### src/dsod_pkg.sv
// Package with constants and types for the drive status output detectors.
package dsod_pkg;

  // Frequency values are in units of 0.01 Hz.
  localparam int FREQ_W = 16;
  // Torque values are in percent, signed for the estimate.
  localparam int TORQ_W = 10;
  // Cumulative times are in hours.
  localparam int TIME_W = 20;
  // Warning time setting width.
  localparam int WARN_W = 14;
  // Function selection code width.
  localparam int SEL_W = 8;
  // Number of open-collector terminals.
  localparam int NUM_TERM = 5;

  // Function selection codes.
  localparam logic [7:0] FN_CONST_SPEED = 8'h01;
  localparam logic [7:0] FN_OVERREACH1 = 8'h02;
  localparam logic [7:0] FN_EXACT1 = 8'h06;
  localparam logic [7:0] FN_OVER_TORQUE = 8'h07;
  localparam logic [7:0] FN_RUN_TIME = 8'h0B;
  localparam logic [7:0] FN_POWER_TIME = 8'h0C;
  localparam logic [7:0] FN_ZERO_SPEED = 8'h15;
  localparam logic [7:0] FN_OVERREACH2 = 8'h18;
  localparam logic [7:0] FN_EXACT2 = 8'h19;

  // Hysteresis in percent of maximum frequency.
  localparam int HYST_ON_PCT = 1;
  localparam int HYST_OFF_PCT = 2;

  // Warning time decode: 1..999 in tens of hours, 1000..6553 in hundreds.
  localparam int WARN_TEN_MAX = 999;
  localparam int WARN_UNIT_TEN = 10;
  localparam int WARN_UNIT_HUNDRED = 100;

  // Control curve codes that give vector control.
  localparam logic [3:0] CURVE_SLV = 4'h3;
  localparam logic [3:0] CURVE_ZERO_HZ_SLV = 4'h4;
  localparam logic [3:0] CURVE_SENSOR_VEC = 4'h5;

  // Reset value of every flag and terminal.
  localparam logic RST_FLAG = 1'b0;

endpackage

### src/dsod_top.sv
// Status flag detectors and output terminal routing for a motor drive.
//
// Functional notes
// - Flags routable to five terminals and relay.
// - Codes 01,02,24,06,25 select arrival flags.
// - Arrival on at target-1%, off at target-2%.
// - Exact arrival accel: on -1%, off +2%.
// - Exact arrival decel: on +1%, off -2%.
// - Constant speed compares with commanded frequency.
// - Overreach holds while frequency exceeds threshold.
// - Exact arrival only near threshold, hysteresis.
// - Zero threshold disables its arrival output.
// - Run time over warning sets code 11.
// - Power time over warning sets code 12.
// - Warning decode: zero off, 10h, 100h units.
// - Zero speed while monitored below level.
// - Zero speed level 0.00 to 100.0 Hz.
// - Sensor vector uses speed, else frequency.
// - Over torque when torque exceeds quadrant threshold.
// - Four quadrant thresholds, 0 to 180 percent.
// - Over torque meaningful only in vector modes.
// - Polarity 00 normal, 01 inverted per terminal.
`timescale 1ns/100ps
module dsod_top (
  // Clock and reset.
  input wire logic i_clk,
  input wire logic i_rst,
  // Drive state from the control core.
  input wire logic [15:0] i_output_freq,
  input wire logic [15:0] i_motor_speed,
  input wire logic [15:0] i_max_freq,
  input wire logic [15:0] i_main_frequency_setting,
  input wire logic i_accelerating,
  input wire logic i_decelerating,
  input wire logic i_reverse,
  input wire logic i_regenerating,
  input wire logic signed [9:0] i_est_torque,
  input wire logic [19:0] i_cumulative_run_time,
  input wire logic [19:0] i_cumulative_power_time,
  input wire logic [3:0] i_control_curve_select,
  // Configuration settings.
  input wire logic [15:0] i_accel_arrival_thresh1,
  input wire logic [15:0] i_decel_arrival_thresh1,
  input wire logic [15:0] i_accel_arrival_thresh2,
  input wire logic [15:0] i_decel_arrival_thresh2,
  input wire logic [13:0] i_time_warning_setting,
  input wire logic [15:0] i_zero_speed_level,
  input wire logic [7:0] i_torque_thresh_fwd_drive,
  input wire logic [7:0] i_torque_thresh_rev_regen,
  input wire logic [7:0] i_torque_thresh_rev_drive,
  input wire logic [7:0] i_torque_thresh_fwd_regen,
  input wire logic [39:0] i_output_terminal_function_sel,
  input wire logic [7:0] i_relay_function_sel,
  input wire logic [5:0] i_polarity_invert,
  // Terminal outputs and raw flags.
  output logic [4:0] o_terminal,
  output logic o_relay,
  output logic [8:0] o_flags
);

  //////////////////////////////////////////////////////////////////////////////
  // Flag registers.
  logic const_speed_arrival_r;  // Constant-speed arrival.
  logic overreach_pair1_r;  // Overreach of threshold pair one.
  logic exact_arrival_pair1_r;  // Exact arrival at pair one.
  logic overreach_pair2_r;  // Overreach of threshold pair two.
  logic exact_arrival_pair2_r;  // Exact arrival at pair two.
  logic run_time_over_r;  // Run time over warning.
  logic power_on_time_over_r;  // Power-on time over warning.
  logic zero_speed_flag_r;  // Zero speed detected.
  logic over_torque_flag_r;  // Over torque detected.
  logic [4:0] terminal_r;  // Registered terminal levels.
  logic relay_r;  // Registered relay level.

  // Hysteresis widths, computed from the maximum frequency.
  logic [17:0] hyst_on;
  logic [17:0] hyst_off;
  always_comb begin
    hyst_on = 18'((32'(i_max_freq) * dsod_pkg::HYST_ON_PCT) / 100);
    hyst_off = 18'((32'(i_max_freq) * dsod_pkg::HYST_OFF_PCT) / 100);
  end

  // Plain arrival hysteresis: on at or above target-on, off at or below target-off.
  function automatic logic arrive_next(input logic cur, input logic [15:0] f,
                                       input logic [15:0] tgt, input logic [17:0] hon,
                                       input logic [17:0] hoff);
    logic signed [18:0] fs;
    logic signed [18:0] on_lvl;
    logic signed [18:0] off_lvl;
    fs = 19'(f);
    on_lvl = 19'(tgt) - 19'(hon);
    off_lvl = 19'(tgt) - 19'(hoff);
    if (fs >= on_lvl) begin
      arrive_next = 1'b1;
    end else if (fs <= off_lvl) begin
      arrive_next = 1'b0;
    end else begin
      arrive_next = cur;
    end
  endfunction

  // Exact arrival: band around the threshold, direction-dependent edges.
  function automatic logic exact_next(input logic cur, input logic [15:0] f,
                                      input logic [15:0] tgt, input logic [17:0] hon,
                                      input logic [17:0] hoff, input logic decel);
    logic signed [18:0] fs;
    logic signed [18:0] t;
    logic signed [18:0] hn;
    logic signed [18:0] hf;
    // Signed copies keep a low threshold minus hysteresis negative, not wrapped.
    fs = 19'(f);
    t = 19'(tgt);
    hn = 19'(hon);
    hf = 19'(hoff);
    exact_next = cur;
    if (!decel) begin
      // Rising through: on at t-on, off at or above t+off.
      if (fs >= t + hf) begin
        exact_next = 1'b0;
      end else if (fs >= t - hn) begin
        exact_next = 1'b1;
      end else if (fs <= t - hf) begin
        exact_next = 1'b0;
      end
    end else begin
      // Falling through: on at t+on, off at or below t-off.
      if (fs <= t - hf) begin
        exact_next = 1'b0;
      end else if (fs <= t + hn) begin
        exact_next = 1'b1;
      end else if (fs >= t + hf) begin
        exact_next = 1'b0;
      end
    end
  endfunction

  // Warning time in hours; zero means disabled.
  function automatic logic [19:0] warn_hours(input logic [13:0] s);
    if (32'(s) <= dsod_pkg::WARN_TEN_MAX) begin
      warn_hours = 20'(32'(s) * dsod_pkg::WARN_UNIT_TEN);
    end else begin
      warn_hours = 20'(32'(s) * dsod_pkg::WARN_UNIT_HUNDRED);
    end
  endfunction

  //////////////////////////////////////////////////////////////////////////////
  // Active threshold per pair follows the ramp direction.
  logic [15:0] thr1;
  logic [15:0] thr2;
  always_comb begin
    thr1 = i_decelerating ? i_decel_arrival_thresh1 : i_accel_arrival_thresh1;
    thr2 = i_decelerating ? i_decel_arrival_thresh2 : i_accel_arrival_thresh2;
  end

  // Constant-speed arrival against the commanded frequency.
  always_ff @(posedge i_clk or posedge i_rst) begin
    if (i_rst) begin
      const_speed_arrival_r <= dsod_pkg::RST_FLAG;
    end else begin
      const_speed_arrival_r <= arrive_next(const_speed_arrival_r, i_output_freq,
                                           i_main_frequency_setting, hyst_on, hyst_off);
    end
  end

  // Overreach flags for both threshold pairs; zero threshold forces them off.
  always_ff @(posedge i_clk or posedge i_rst) begin
    if (i_rst) begin
      overreach_pair1_r <= dsod_pkg::RST_FLAG;
      overreach_pair2_r <= dsod_pkg::RST_FLAG;
    end else begin
      overreach_pair1_r <= (thr1 != 16'h0000) &&
                           arrive_next(overreach_pair1_r, i_output_freq, thr1, hyst_on, hyst_off);
      overreach_pair2_r <= (thr2 != 16'h0000) &&
                           arrive_next(overreach_pair2_r, i_output_freq, thr2, hyst_on, hyst_off);
    end
  end

  // Exact arrival flags; direction picks which hysteresis edges apply.
  always_ff @(posedge i_clk or posedge i_rst) begin
    if (i_rst) begin
      exact_arrival_pair1_r <= dsod_pkg::RST_FLAG;
      exact_arrival_pair2_r <= dsod_pkg::RST_FLAG;
    end else begin
      exact_arrival_pair1_r <= (thr1 != 16'h0000) &&
        exact_next(exact_arrival_pair1_r, i_output_freq, thr1, hyst_on, hyst_off, i_decelerating);
      exact_arrival_pair2_r <= (thr2 != 16'h0000) &&
        exact_next(exact_arrival_pair2_r, i_output_freq, thr2, hyst_on, hyst_off, i_decelerating);
    end
  end

  // Time warnings; the counters only grow so no hysteresis is needed.
  always_ff @(posedge i_clk or posedge i_rst) begin
    if (i_rst) begin
      run_time_over_r <= dsod_pkg::RST_FLAG;
      power_on_time_over_r <= dsod_pkg::RST_FLAG;
    end else begin
      run_time_over_r <= (i_time_warning_setting != 14'h0000) &&
                         (i_cumulative_run_time > warn_hours(i_time_warning_setting));
      power_on_time_over_r <= (i_time_warning_setting != 14'h0000) &&
                              (i_cumulative_power_time > warn_hours(i_time_warning_setting));
    end
  end

  // Zero speed detection on the mode-selected source.
  always_ff @(posedge i_clk or posedge i_rst) begin
    if (i_rst) begin
      zero_speed_flag_r <= dsod_pkg::RST_FLAG;
    end else begin
      zero_speed_flag_r <= ((i_control_curve_select == dsod_pkg::CURVE_SENSOR_VEC) ?
                            i_motor_speed : i_output_freq) < i_zero_speed_level;
    end
  end

  // Quadrant threshold selection for the torque compare.
  logic [7:0] torq_thr;
  always_comb begin
    unique case ({i_reverse, i_regenerating})
      2'b00: torq_thr = i_torque_thresh_fwd_drive;
      2'b01: torq_thr = i_torque_thresh_fwd_regen;
      2'b10: torq_thr = i_torque_thresh_rev_drive;
      2'b11: torq_thr = i_torque_thresh_rev_regen;
    endcase
  end

  // Over torque on torque magnitude; outside vector modes the value is
  // meaningless, so the compare still runs rather than adding gating.
  logic [9:0] torq_mag;
  always_comb begin
    torq_mag = i_est_torque[9] ? 10'(-i_est_torque) : 10'(i_est_torque);
  end
  always_ff @(posedge i_clk or posedge i_rst) begin
    if (i_rst) begin
      over_torque_flag_r <= dsod_pkg::RST_FLAG;
    end else begin
      over_torque_flag_r <= torq_mag > {2'b00, torq_thr};
    end
  end

  //////////////////////////////////////////////////////////////////////////////
  // Map a selection code to its flag; unknown codes read false.
  function automatic logic sel_flag(input logic [7:0] code, input logic [8:0] f);
    unique case (code)
      dsod_pkg::FN_CONST_SPEED: sel_flag = f[0];
      dsod_pkg::FN_OVERREACH1: sel_flag = f[1];
      dsod_pkg::FN_EXACT1: sel_flag = f[2];
      dsod_pkg::FN_OVERREACH2: sel_flag = f[3];
      dsod_pkg::FN_EXACT2: sel_flag = f[4];
      dsod_pkg::FN_RUN_TIME: sel_flag = f[5];
      dsod_pkg::FN_POWER_TIME: sel_flag = f[6];
      dsod_pkg::FN_ZERO_SPEED: sel_flag = f[7];
      dsod_pkg::FN_OVER_TORQUE: sel_flag = f[8];
      default: sel_flag = 1'b0;
    endcase
  endfunction

  logic [8:0] flags;
  always_comb begin
    flags = {over_torque_flag_r, zero_speed_flag_r, power_on_time_over_r, run_time_over_r,
             exact_arrival_pair2_r, overreach_pair2_r, exact_arrival_pair1_r,
             overreach_pair1_r, const_speed_arrival_r};
  end

  // Terminal routing with polarity, one flip-flop per terminal.
  genvar gi;
  generate
    for (gi = 0; gi < dsod_pkg::NUM_TERM; gi++) begin : g_term
      always_ff @(posedge i_clk or posedge i_rst) begin
        if (i_rst) begin
          terminal_r[gi] <= dsod_pkg::RST_FLAG;
        end else begin
          terminal_r[gi] <= sel_flag(i_output_terminal_function_sel[gi*8 +: 8], flags) ^
                            i_polarity_invert[gi];
        end
      end
    end
  endgenerate

  // Relay routing with its own polarity.
  always_ff @(posedge i_clk or posedge i_rst) begin
    if (i_rst) begin
      relay_r <= dsod_pkg::RST_FLAG;
    end else begin
      relay_r <= sel_flag(i_relay_function_sel, flags) ^ i_polarity_invert[5];
    end
  end

  assign o_terminal = terminal_r;
  assign o_relay = relay_r;
  assign o_flags = flags;

endmodule

### config.mk
export PLATFORM = sky130hd
export DESIGN_NAME = dsod_top
export DESIGN_NICKNAME = d
export VERILOG_FILES = /design/src/dsod_pkg.sv /design/src/dsod_top.sv
export SDC_FILE = /design/constraint.sdc
export NUM_CORES = 1
export LEC_CHECK = 0
export BUFFER_PORTS_ARGS = -buffer_cell sky130_fd_sc_hd__buf_2
export CAP_MARGIN = 20
export CELL_PAD_IN_SITES_DETAIL_PLACEMENT = 2
export CELL_PAD_IN_SITES_GLOBAL_PLACEMENT = 2
export CORE_MARGIN = 2
export CORE_UTILIZATION = 31
export DETAILED_ROUTE_END_ITERATION = 16
export PLACE_DENSITY = 0.86
export SLEW_MARGIN = 10
export SYNTH_ARGS = -nofsm -noshare
export SYNTH_HDL_FRONTEND = slang
export SYNTH_SLANG_ARGS = --single-unit
### constraint.sdc
create_clock -name i_clk -period 1.6 [get_ports i_clk]
set_clock_uncertainty 0.1 [all_clocks]
set_input_delay 0.08 -clock i_clk [delete_from_list [all_inputs] [get_ports i_clk]]
set_output_delay 0.08 -clock i_clk [all_outputs]
set_load 0.01 [all_outputs]
==> results of run 1 <==
[cells by family after synthesis]
family | share of synthesized area
AOI/OAI and AO/OA | 0.250
xor gates and xnor gates | 0.0987
muxes | 0.0495
and+or+nand+nor | 0.212
adders and majority gates | 0.309
DFF | 0.0209
buffers and inverters | 0.0605
[cell usage after synthesis (15+ instances only)]
library cell / number
xnor2_1: 142
dfrtp_1: 15
nor3_1: 47
o21a_1: 28
nand3_1: 51
or3_1: 17
fa_1: 20
o21ai_0: 148
clkbuf_1: 33
mux2_2: 36
nor4_1: 31
a211oi_1: 19
nor2b_1: 62
inv_1: 185
o211ai_1: 17
a21oi_1: 203
ha_1: 406
xor2_1: 45
nand2_1: 122
nand2b_1: 64
nand4_1: 54
a21o_1: 48
nor2_1: 166
mux2i_1: 29
o21bai_1: 49
[through the flow]
stage | worst slack [ps] | hold slack (ps) | TNS (ps) | std cells | util
2_1_floorplan | -8580 | -119 | -49120 | 2357 | -
3_3_place_gp | -9380 | 11.2 | -56360 | 4160 | 0.465
3_5_place_dp | -11650 | 35.3 | -70270 | 4160 | 0.465
4_1_cts | -9850 | 3.30 | -59630 | 4275 | 0.513
[layer usage]
layer	track usage	GRT overflow
met1	0.690	2
met2	0.911	4
met5	0.253	0
met3	0.512	0
met4	0.661	4
[what timing repair did]
action,CTS
setup endpoints to repair,15
pin swaps,197
resized for setup,404
gates cloned,0
buffers inserted,105
hold buffers,7
hold endpoints to repair,21
==> results.py, run 1 <==
metrics = {
    "run_status": {
        "status": "aborted with a tool error",
        "lastStage": "5_1_grt",
        "error": "[ERROR GRT-0116] Global routing finished with congestion. Check the congestion regions in the DRC Viewer.",
    },
    "yosys": {
        "netlist_instances": 2357,
        "ys_seq_area_frac": 0.0209,
        "async_flop_share": 1.00,
        "yosysWarnings": 0,
        "synth_top_cells_by_area": "ha_1 28%, xnor2_1 6.9%, a21oi_1 5.6%",
        "synth_seq_cells": 15,
        "synth_area_sq_um": 18000,
        "synth-edff-count": 0,
        "yosysUniqueCellTypes": 124,
        "yosys.area.top_type": "ha_1",
        "syn-num-nets": 3087,
        "avgSynthCellArea_sq_um": 7.63,
        "synth_ff_type": "dfrtp_1",
        "synth_top_area_frac": 0.282,
    },
    "floorplan": {
        "start_util": 0.313,
        "die_h_um": 245,
        "placementRows": 88,
        "io_pins": 319,
        "die_x_um": 245,
    },
    "clock_network": {
        "htree_num_levels": 1,
        "clockRootBuffer": "clkbuf_16",
        "clk_path_buf_depth": 2,
        "cts_buffers": 3,
        "clkSinkCount": 15,
    },
    "place": {
        "io_buffers": 317,
        "dp_hpwl_um": 109000,
        "routabilityCongestion": 0.962,
        "placed_area_sq_um": 26700,
    },
    "global_route": {
        "grt_overflow": 10,
        "grt_max_degree": 24,
        "grt_pass1_wl_um": 296000,
        "grtUsageTotal": 0.697,
        "first_global_vias": 35999,
    },
}
==> run 2: changes to the inputs <==
--- a/config.mk
+++ b/config.mk
@@ -7,12 +7,10 @@
 export LEC_CHECK = 0
 export BUFFER_PORTS_ARGS = -buffer_cell sky130_fd_sc_hd__buf_2
 export CAP_MARGIN = 20
-export CELL_PAD_IN_SITES_DETAIL_PLACEMENT = 2
-export CELL_PAD_IN_SITES_GLOBAL_PLACEMENT = 2
 export CORE_MARGIN = 2
-export CORE_UTILIZATION = 31
+export CORE_UTILIZATION = 40
 export DETAILED_ROUTE_END_ITERATION = 16
-export PLACE_DENSITY = 0.86
+export PLACE_DENSITY_LB_ADDON = 0.15
 export SLEW_MARGIN = 10
 export SYNTH_ARGS = -nofsm -noshare
 export SYNTH_HDL_FRONTEND = slang
==> constraint.sdc (replaced) <==
create_clock -name i_clk -period 2.08 [get_ports i_clk]
set_clock_uncertainty 0.1 [all_clocks]
set_input_delay 0.104 -clock i_clk [delete_from_list [all_inputs] [get_ports i_clk]]
set_output_delay 0.104 -clock i_clk [all_outputs]
set_load 0.01 [all_outputs]
==> results.py, run 2 <==
metrics = {
    "place": {
        "io_buffers": 317,
        "placed_area_sq_um": 26400,
        "routabilityCongestion": 0.944,
        "pre_cts_ws_ps": -9320,
        "dp_hpwl_um": 61900,
    },
    "yosys": {
        "synth_ff_type": "dfrtp_1",
        "ys_seq_area_frac": 0.0209,
        "yosysUniqueCellTypes": 124,
        "synth_top_area_frac": 0.282,
        "yosys.area.top_type": "ha_1",
        "syn-num-nets": 3087,
        "synth-adder-area-share": 0.309,
        "synth_seq_cells": 15,
        "netlist_instances": 2357,
        "synth_top_cells_by_area": "ha_1 28%, xnor2_1 6.9%, a21oi_1 5.6%",
        "muxShareOfSynthArea": 0.0495,
        "synth_area_sq_um": 18000,
        "synth_compound_area_frac": 0.250,
        "synth-edff-count": 0,
        "netlist_top_cells_count": "406 x ha_1, 203 x a21oi_1, 185 x inv_1",
        "yosysWarnings": 0,
        "yosysMostFrequentCell": "ha_1",
        "synthSimpleGateAreaFrac": 0.212,
        "synth_top_family_by_area": "adder cells",
        "async_flop_share": 1.00,
        "avgSynthCellArea_sq_um": 7.63,
        "synthXorXnorAreaFrac": 0.0987,
    },
    "timing": {
        "rsz0062_at_grt": "true",
        "worst_slew_pin_slew_ps": 770,
        "min_period_ps": 10410,
        "setup_slack_ps": -8330,
        "period_share": 5.00,
        "fmax_ghz": 0.0961,
        "slew_viol_final": 0,
        "max-slew-margin-rel": 0.486,
        "finalHoldViolations": 0,
        "setup_viol_count_final": 8,
    },
    "clock_network": {
        "clockRootBuffer": "clkbuf_16",
        "cts.clk_slew.worst_paths_ps": 60,
        "cts_tree": "built",
        "clk_latency_ps": 260,
        "cts_buffers": 3,
        "clkSinkCount": 15,
        "htree_num_levels": 1,
        "clk_path_buf_depth": 2,
    },
    "floorplan": {
        "io_pins": 319,
        "placementRows": 77,
        "die-area_sq_um": 46700,
        "start_util": 0.406,
        "die_x_um": 216,
        "die_h_um": 216,
        "fp.coreArea_sq_um": 44300,
    },
    "finish": {
        "fin_area_sq_um": 28500,
        "num-nets-final": 4209,
        "fin_util": 0.642,
        "drive_above_1_share": 0.447,
        "largest_reg_flops": 5,
        "fill_cells": 3944,
        "final_cell_mix": "826 x buf_4, 380 x ha_1, 311 x buf_2",
        "syn2layout_area_growth_pct": 58.2,
        "layout_commonest_cell": "buf_4",
    },
    "drt": {
        "firstDrtPassIters": 5,
        "ant_nets": 0,
        "routed_via_density": 5.42,
        "drtIter0Drc": 940,
        "post_drt_wl_per_cell_um": 17.8,
        "drcViolationCount": 0,
        "vias": 22074,
        "drt-total-wl_um": 72600,
    },
    "setup_path": {
        "path_class": "primary input to flop",
        "cpMostUsedCell": "buf_6",
        "r2r-start": "power_on_time_over_r$_DFF_PP0_",
        "critPathBufInv": 9,
        "endpoint": "exact_arrival_pair1_r$_DFF_PP0_",
        "cp-startpoint": "i_max_freq[13]",
        "cp-start-kind": "primary input",
        "critical_path_depth": 59,
        "crit_required_ps": 2160,
        "r2r_end": "o_terminal[2]$_DFF_PP0_",
        "critPathCaptureType": "flop",
        "worstPathMaxFanout": 6,
        "cpPeakStageDelay_ps": 430,
        "worst-r2r-cell-count": 8,
        "crit_family": "compound AO/OA/AOI/OAI gates",
        "critical-path-slowest-cell": "a2111o_1",
        "ff2ff_setup_slack_ps": 160,
        "arrival_ps": 10490,
    },
    "min_path": {
        "hold_path.class": "primary input to flop",
    },
    "global_route": {
        "grt_overflow": 0,
        "antenna_found_initial": 3,
        "grtUsageTotal": 0.298,
        "grt_pass1_wl_um": 113000,
        "first_global_vias": 22526,
        "grt_busiest_layer": "met2",
        "grt_util_met3": 0.0176,
        "grt_max_degree": 24,
        "met2_usage": 0.538,
        "use_met1": 0.378,
    },
    "power_and_ir_drop": {
        "power.total_w": 0.0554,
        "p_leak_nw": 14.1,
        "ir_drop_mv": 2.13,
        "power.density_nw_per_um2": 1950,
    },
    "flow_run": {
        "maxCapViolations": 0,
    },
    "run_status": {
        "status": "complete, but fails checks",
        "violations": "negative setup slack",
    },
}
[run 2: cell counts after synthesis]
Identical to the previous run, type by type.
[run 2: repair_timing]
item / CTS / global route
endpoints found under the setup margin: 9 / 9
pin swaps: 135 / 76
endpoints found under the hold margin: 21 / 0
resized for setup: 187 / 99
hold buffers: 7 / 0
setup buffers: 74 / 19
[run 2: worst reg2reg max path, delay by kind of cell (launching register included)]
kind | cells | cell delay (ps)
xor gates and xnor gates | 1 | 150
AOI/OAI and AO/OA | 4 | 630
DFF | 1 | 500
and+or+nand+nor | 3 | 400
[run 2: how the worst min path moves through the flow]
stage	startpoint	endpoint	cells past startpoint
3_3_place_gp	i_rst	o_terminal[3]$_DFF_PP0_	2
6_report	i_est_torque[8]	over_torque_flag_r$_DFF_PP0_	2
4_1_cts	i_est_torque[8]	over_torque_flag_r$_DFF_PP0_	2
2_1_floorplan	i_rst	const_speed_arrival_r$_DFFE_PP0P_	1
5_1_grt	i_est_torque[8]	over_torque_flag_r$_DFF_PP0_	2
3_5_place_dp	i_rst	o_terminal[0]$_DFF_PP0_	2
[run 2: layout make-up]
| type | count | area (sq um) | area share |
|---|---|---|---|
| clock buffers | 4 | 78.8 | 0.00277 |
| well taps | 592 | 741 | 0.0260 |
| inverters | 195 | 754 | 0.0265 |
| multi-input cells | 2079 | 18100 | 0.636 |
| diodes | 1 | 2.50 | 0.0000879 |
| flip-flops and latches | 15 | 377 | 0.0132 |
| repair buffers | 1185 | 8410 | 0.295 |
[run 2: where the power goes]
group,switching (W),internal (W),total (W)
Clock,0.000150,0.000262,0.000412
Sequential,0.000167,0.000351,0.000518
Combinational,0.0263,0.0282,0.0545
Total,0.0266,0.0288,0.0554
[run 2: routing by layer]
| layer | part of all wire | wire (um) |
|---|---|---|
| met4 | 0.035 | 2520 |
| met3 | 0.037 | 2680 |
| met2 | 0.49 | 35600 |
| met5 | 0.00034 | 25 |
| met1 | 0.44 | 31800 |
[run 2: metrics by stage]
stage	hold slack (ps)	TNS [ps]	std cells
after CTS	6.40	-46840	4051
final	2.00	-47120	4071
after floorplan	-94.5	-45010	2357
after detailed placement	169	-53200	3966
after global routing	24.4	-50430	4071
after global placement	163	-52270	3966
[run 2: logic make-up after synthesis]
family,count (synthesis)
and+or+nand+nor,712
AOI/OAI and AO/OA,666
muxes,74
xor gates and xnor gates,194
buffers and inverters,263
DFF,15
adders and majority gates,433
Power figures use the tool's default switching activity.
==> run 3: changes to the inputs <==
--- a/config.mk
+++ b/config.mk
@@ -15,3 +15,4 @@
 export SYNTH_ARGS = -nofsm -noshare
 export SYNTH_HDL_FRONTEND = slang
 export SYNTH_SLANG_ARGS = --single-unit
+export TNS_END_PERCENT = 10
==> results.py, run 3 (synthesized netlist as in run 2, its figures left out) <==
metrics = {
    "run_status": {
        "status": "complete, but fails checks",
        "violations": "negative setup slack",
    },
    "finish": {
        "final_cells": 4009,
        "fill_cells": 4037,
        "syn2layout_area_growth_pct": 50.8,
        "fin_util": 0.612,
        "layout_commonest_cell": "buf_4",
        "final_cell_mix": "784 x buf_4, 399 x ha_1, 317 x buf_2",
        "num-nets-final": 4146,
        "drive_above_1_share": 0.403,
        "fin_area_sq_um": 27100,
        "largest_reg_flops": 5,
    },
    "flow_run": {
        "maxCapViolations": 0,
    },
    "global_route": {
        "grt_overflow": 0,
        "grt_max_degree": 24,
        "antenna_found_initial": 3,
        "first_global_vias": 21409,
        "grt_pass1_wl_um": 106000,
        "grtUsageTotal": 0.279,
    },
    "timing": {
        "fmax_ghz": 0.0944,
        "period_share": 5.09,
        "setup_viol_count_final": 9,
        "finalSetupTns_ps": -49190,
        "worst_slew_pin_slew_ps": 837,
        "rsz0062_at_grt": "true",
        "min_period_ps": 10600,
        "hold_ws_ps": 13.8,
        "setup_slack_ps": -8520,
        "max-slew-margin-rel": 0.442,
        "finalHoldViolations": 0,
        "slew_viol_final": 0,
    },
    "power_and_ir_drop": {
        "switching_share": 0.463,
        "clock_power_share": 0.008,
        "p_sw_w": 0.0240,
        "ir_drop_mv": 1.76,
        "p_leak_nw": 13.6,
        "p_seq_frac": 0.010,
        "power.density_nw_per_um2": 1910,
        "p_comb_frac": 0.982,
        "internal-power_w": 0.0279,
    },
    "clock_network": {
        "cts_tree": "built",
        "cts_buffers": 3,
        "clkSinkCount": 15,
        "cts.clk_slew.worst_paths_ps": 70,
        "clk_latency_ps": 260,
        "clk_path_buf_depth": 2,
        "htree_num_levels": 1,
        "clockRootBuffer": "clkbuf_16",
    },
    "drt": {
        "drt-total-wl_um": 67800,
        "drtIter0Drc": 941,
        "drcViolationCount": 0,
        "post_drt_wl_per_cell_um": 16.9,
        "vias": 21389,
        "firstDrtPassIters": 5,
        "routed_via_density": 5.34,
        "ant_nets": 0,
    },
    "setup_path": {
        "critPathCaptureType": "flop",
        "critical-path-slowest-cell": "or3_4",
        "worstPathMaxFanout": 7,
        "arrival_ps": 10650,
        "path_class": "primary input to flop",
        "cpPeakStageDelay_ps": 430,
        "cpMostUsedCell": "a21oi_2",
        "cp-start-kind": "primary input",
        "crit_required_ps": 2140,
    },
    "floorplan": {
        "placementRows": 77,
        "fp.coreArea_sq_um": 44300,
        "die_x_um": 216,
        "io_pins": 319,
        "start_util": 0.406,
        "die-area_sq_um": 46700,
        "die_h_um": 216,
    },
    "place": {
        "dp_hpwl_um": 58900,
        "placedCellCount": 3948,
        "placed_area_sq_um": 25900,
        "io_buffers": 317,
        "routabilityCongestion": 0.917,
    },
    "min_path": {
        "hold_path.class": "primary input to flop",
    },
}
-- run 3: cell count changes in the layout (fill, tap and decap cells not counted), sizes merged --
| cell | change |
|---|---|
| clkbuf | -1 |
| diode | +1 |
| buf | -62 |
-- run 3: final timing paths --
path	depth (start not counted)	slack, ps	start	endpoint
setup / recovery	55	-8520	i_max_freq[13]	exact_arrival_pair2_r$_DFF_PP0_
hold / removal	3	10	i_output_terminal_function_sel[21]	o_terminal[2]$_DFF_PP0_
setup reg to reg	7	50	exact_arrival_pair1_r$_DFF_PP0_	o_terminal[1]$_DFF_PP0_
hold reg to reg	2	690	overreach_pair2_r$_DFF_PP0_	overreach_pair2_r$_DFF_PP0_
max in group asynchronous	3	840	i_rst	const_speed_arrival_r$_DFFE_PP0P_
min in group asynchronous	3	460	i_rst	o_terminal[0]$_DFF_PP0_
-- run 3: power by group through the flow --
stage / clock [W] / combinational [W] / sequential, W
after floorplan: 0 / 0.0258 / 0.000435
after global placement: 0 / 0.0462 / 0.000512
after detailed placement: 0 / 0.0474 / 0.000516
after CTS: 0.000445 / 0.0496 / 0.000511
after global routing: 0.000446 / 0.0561 / 0.000524
final: 0.000432 / 0.0509 / 0.000517
-- run 3: layout make-up --
class                   count  area (sq um)  area share
diodes                      2          5.00    0.000185
repair buffers           1122          7760       0.286
multi-input cells        2079         17400       0.643
flip-flops and latches     15           377      0.0139
clock buffers               4          78.8     0.00291
inverters                 195           734      0.0271
well taps                 592           741      0.0273
-- run 3: timing repair --
action / in CTS / in global routing
hold buffers: 7 / 0
cloned: 0 / 0
setup buffers: 35 / 14
pin swaps: 74 / 64
endpoints found under the setup margin: 9 / 12
hold endpoints to repair: 21 / 0
resized for setup: 97 / 61
-- run 3: layer usage --
layer  track usage  routed length [um]  up-vias
met5             0                  13        -
met1         0.335               28800    10001
li1              -                   -    10747
met4        0.0938                2500        2
met2         0.522               34100      505
met3        0.0192                2480      134
-- run 3: critical path, delay by kind of cell --
kind	cells	cell delay [ps]
compound gates	26	5370
simple gates	13	2030
xor+xnor	3	490
buf+inv	7	970
mux	1	180
fa+ha+maj	5	1490
-- run 3: stage by stage --
step	setup slack [ps]	total power (W)
finish	-8520	0.0518
global route	-9100	0.0571
CTS	-8200	0.0505
detailed placement	-8830	0.0479
global placement	-8650	0.0467
floorplan	-8190	0.0262
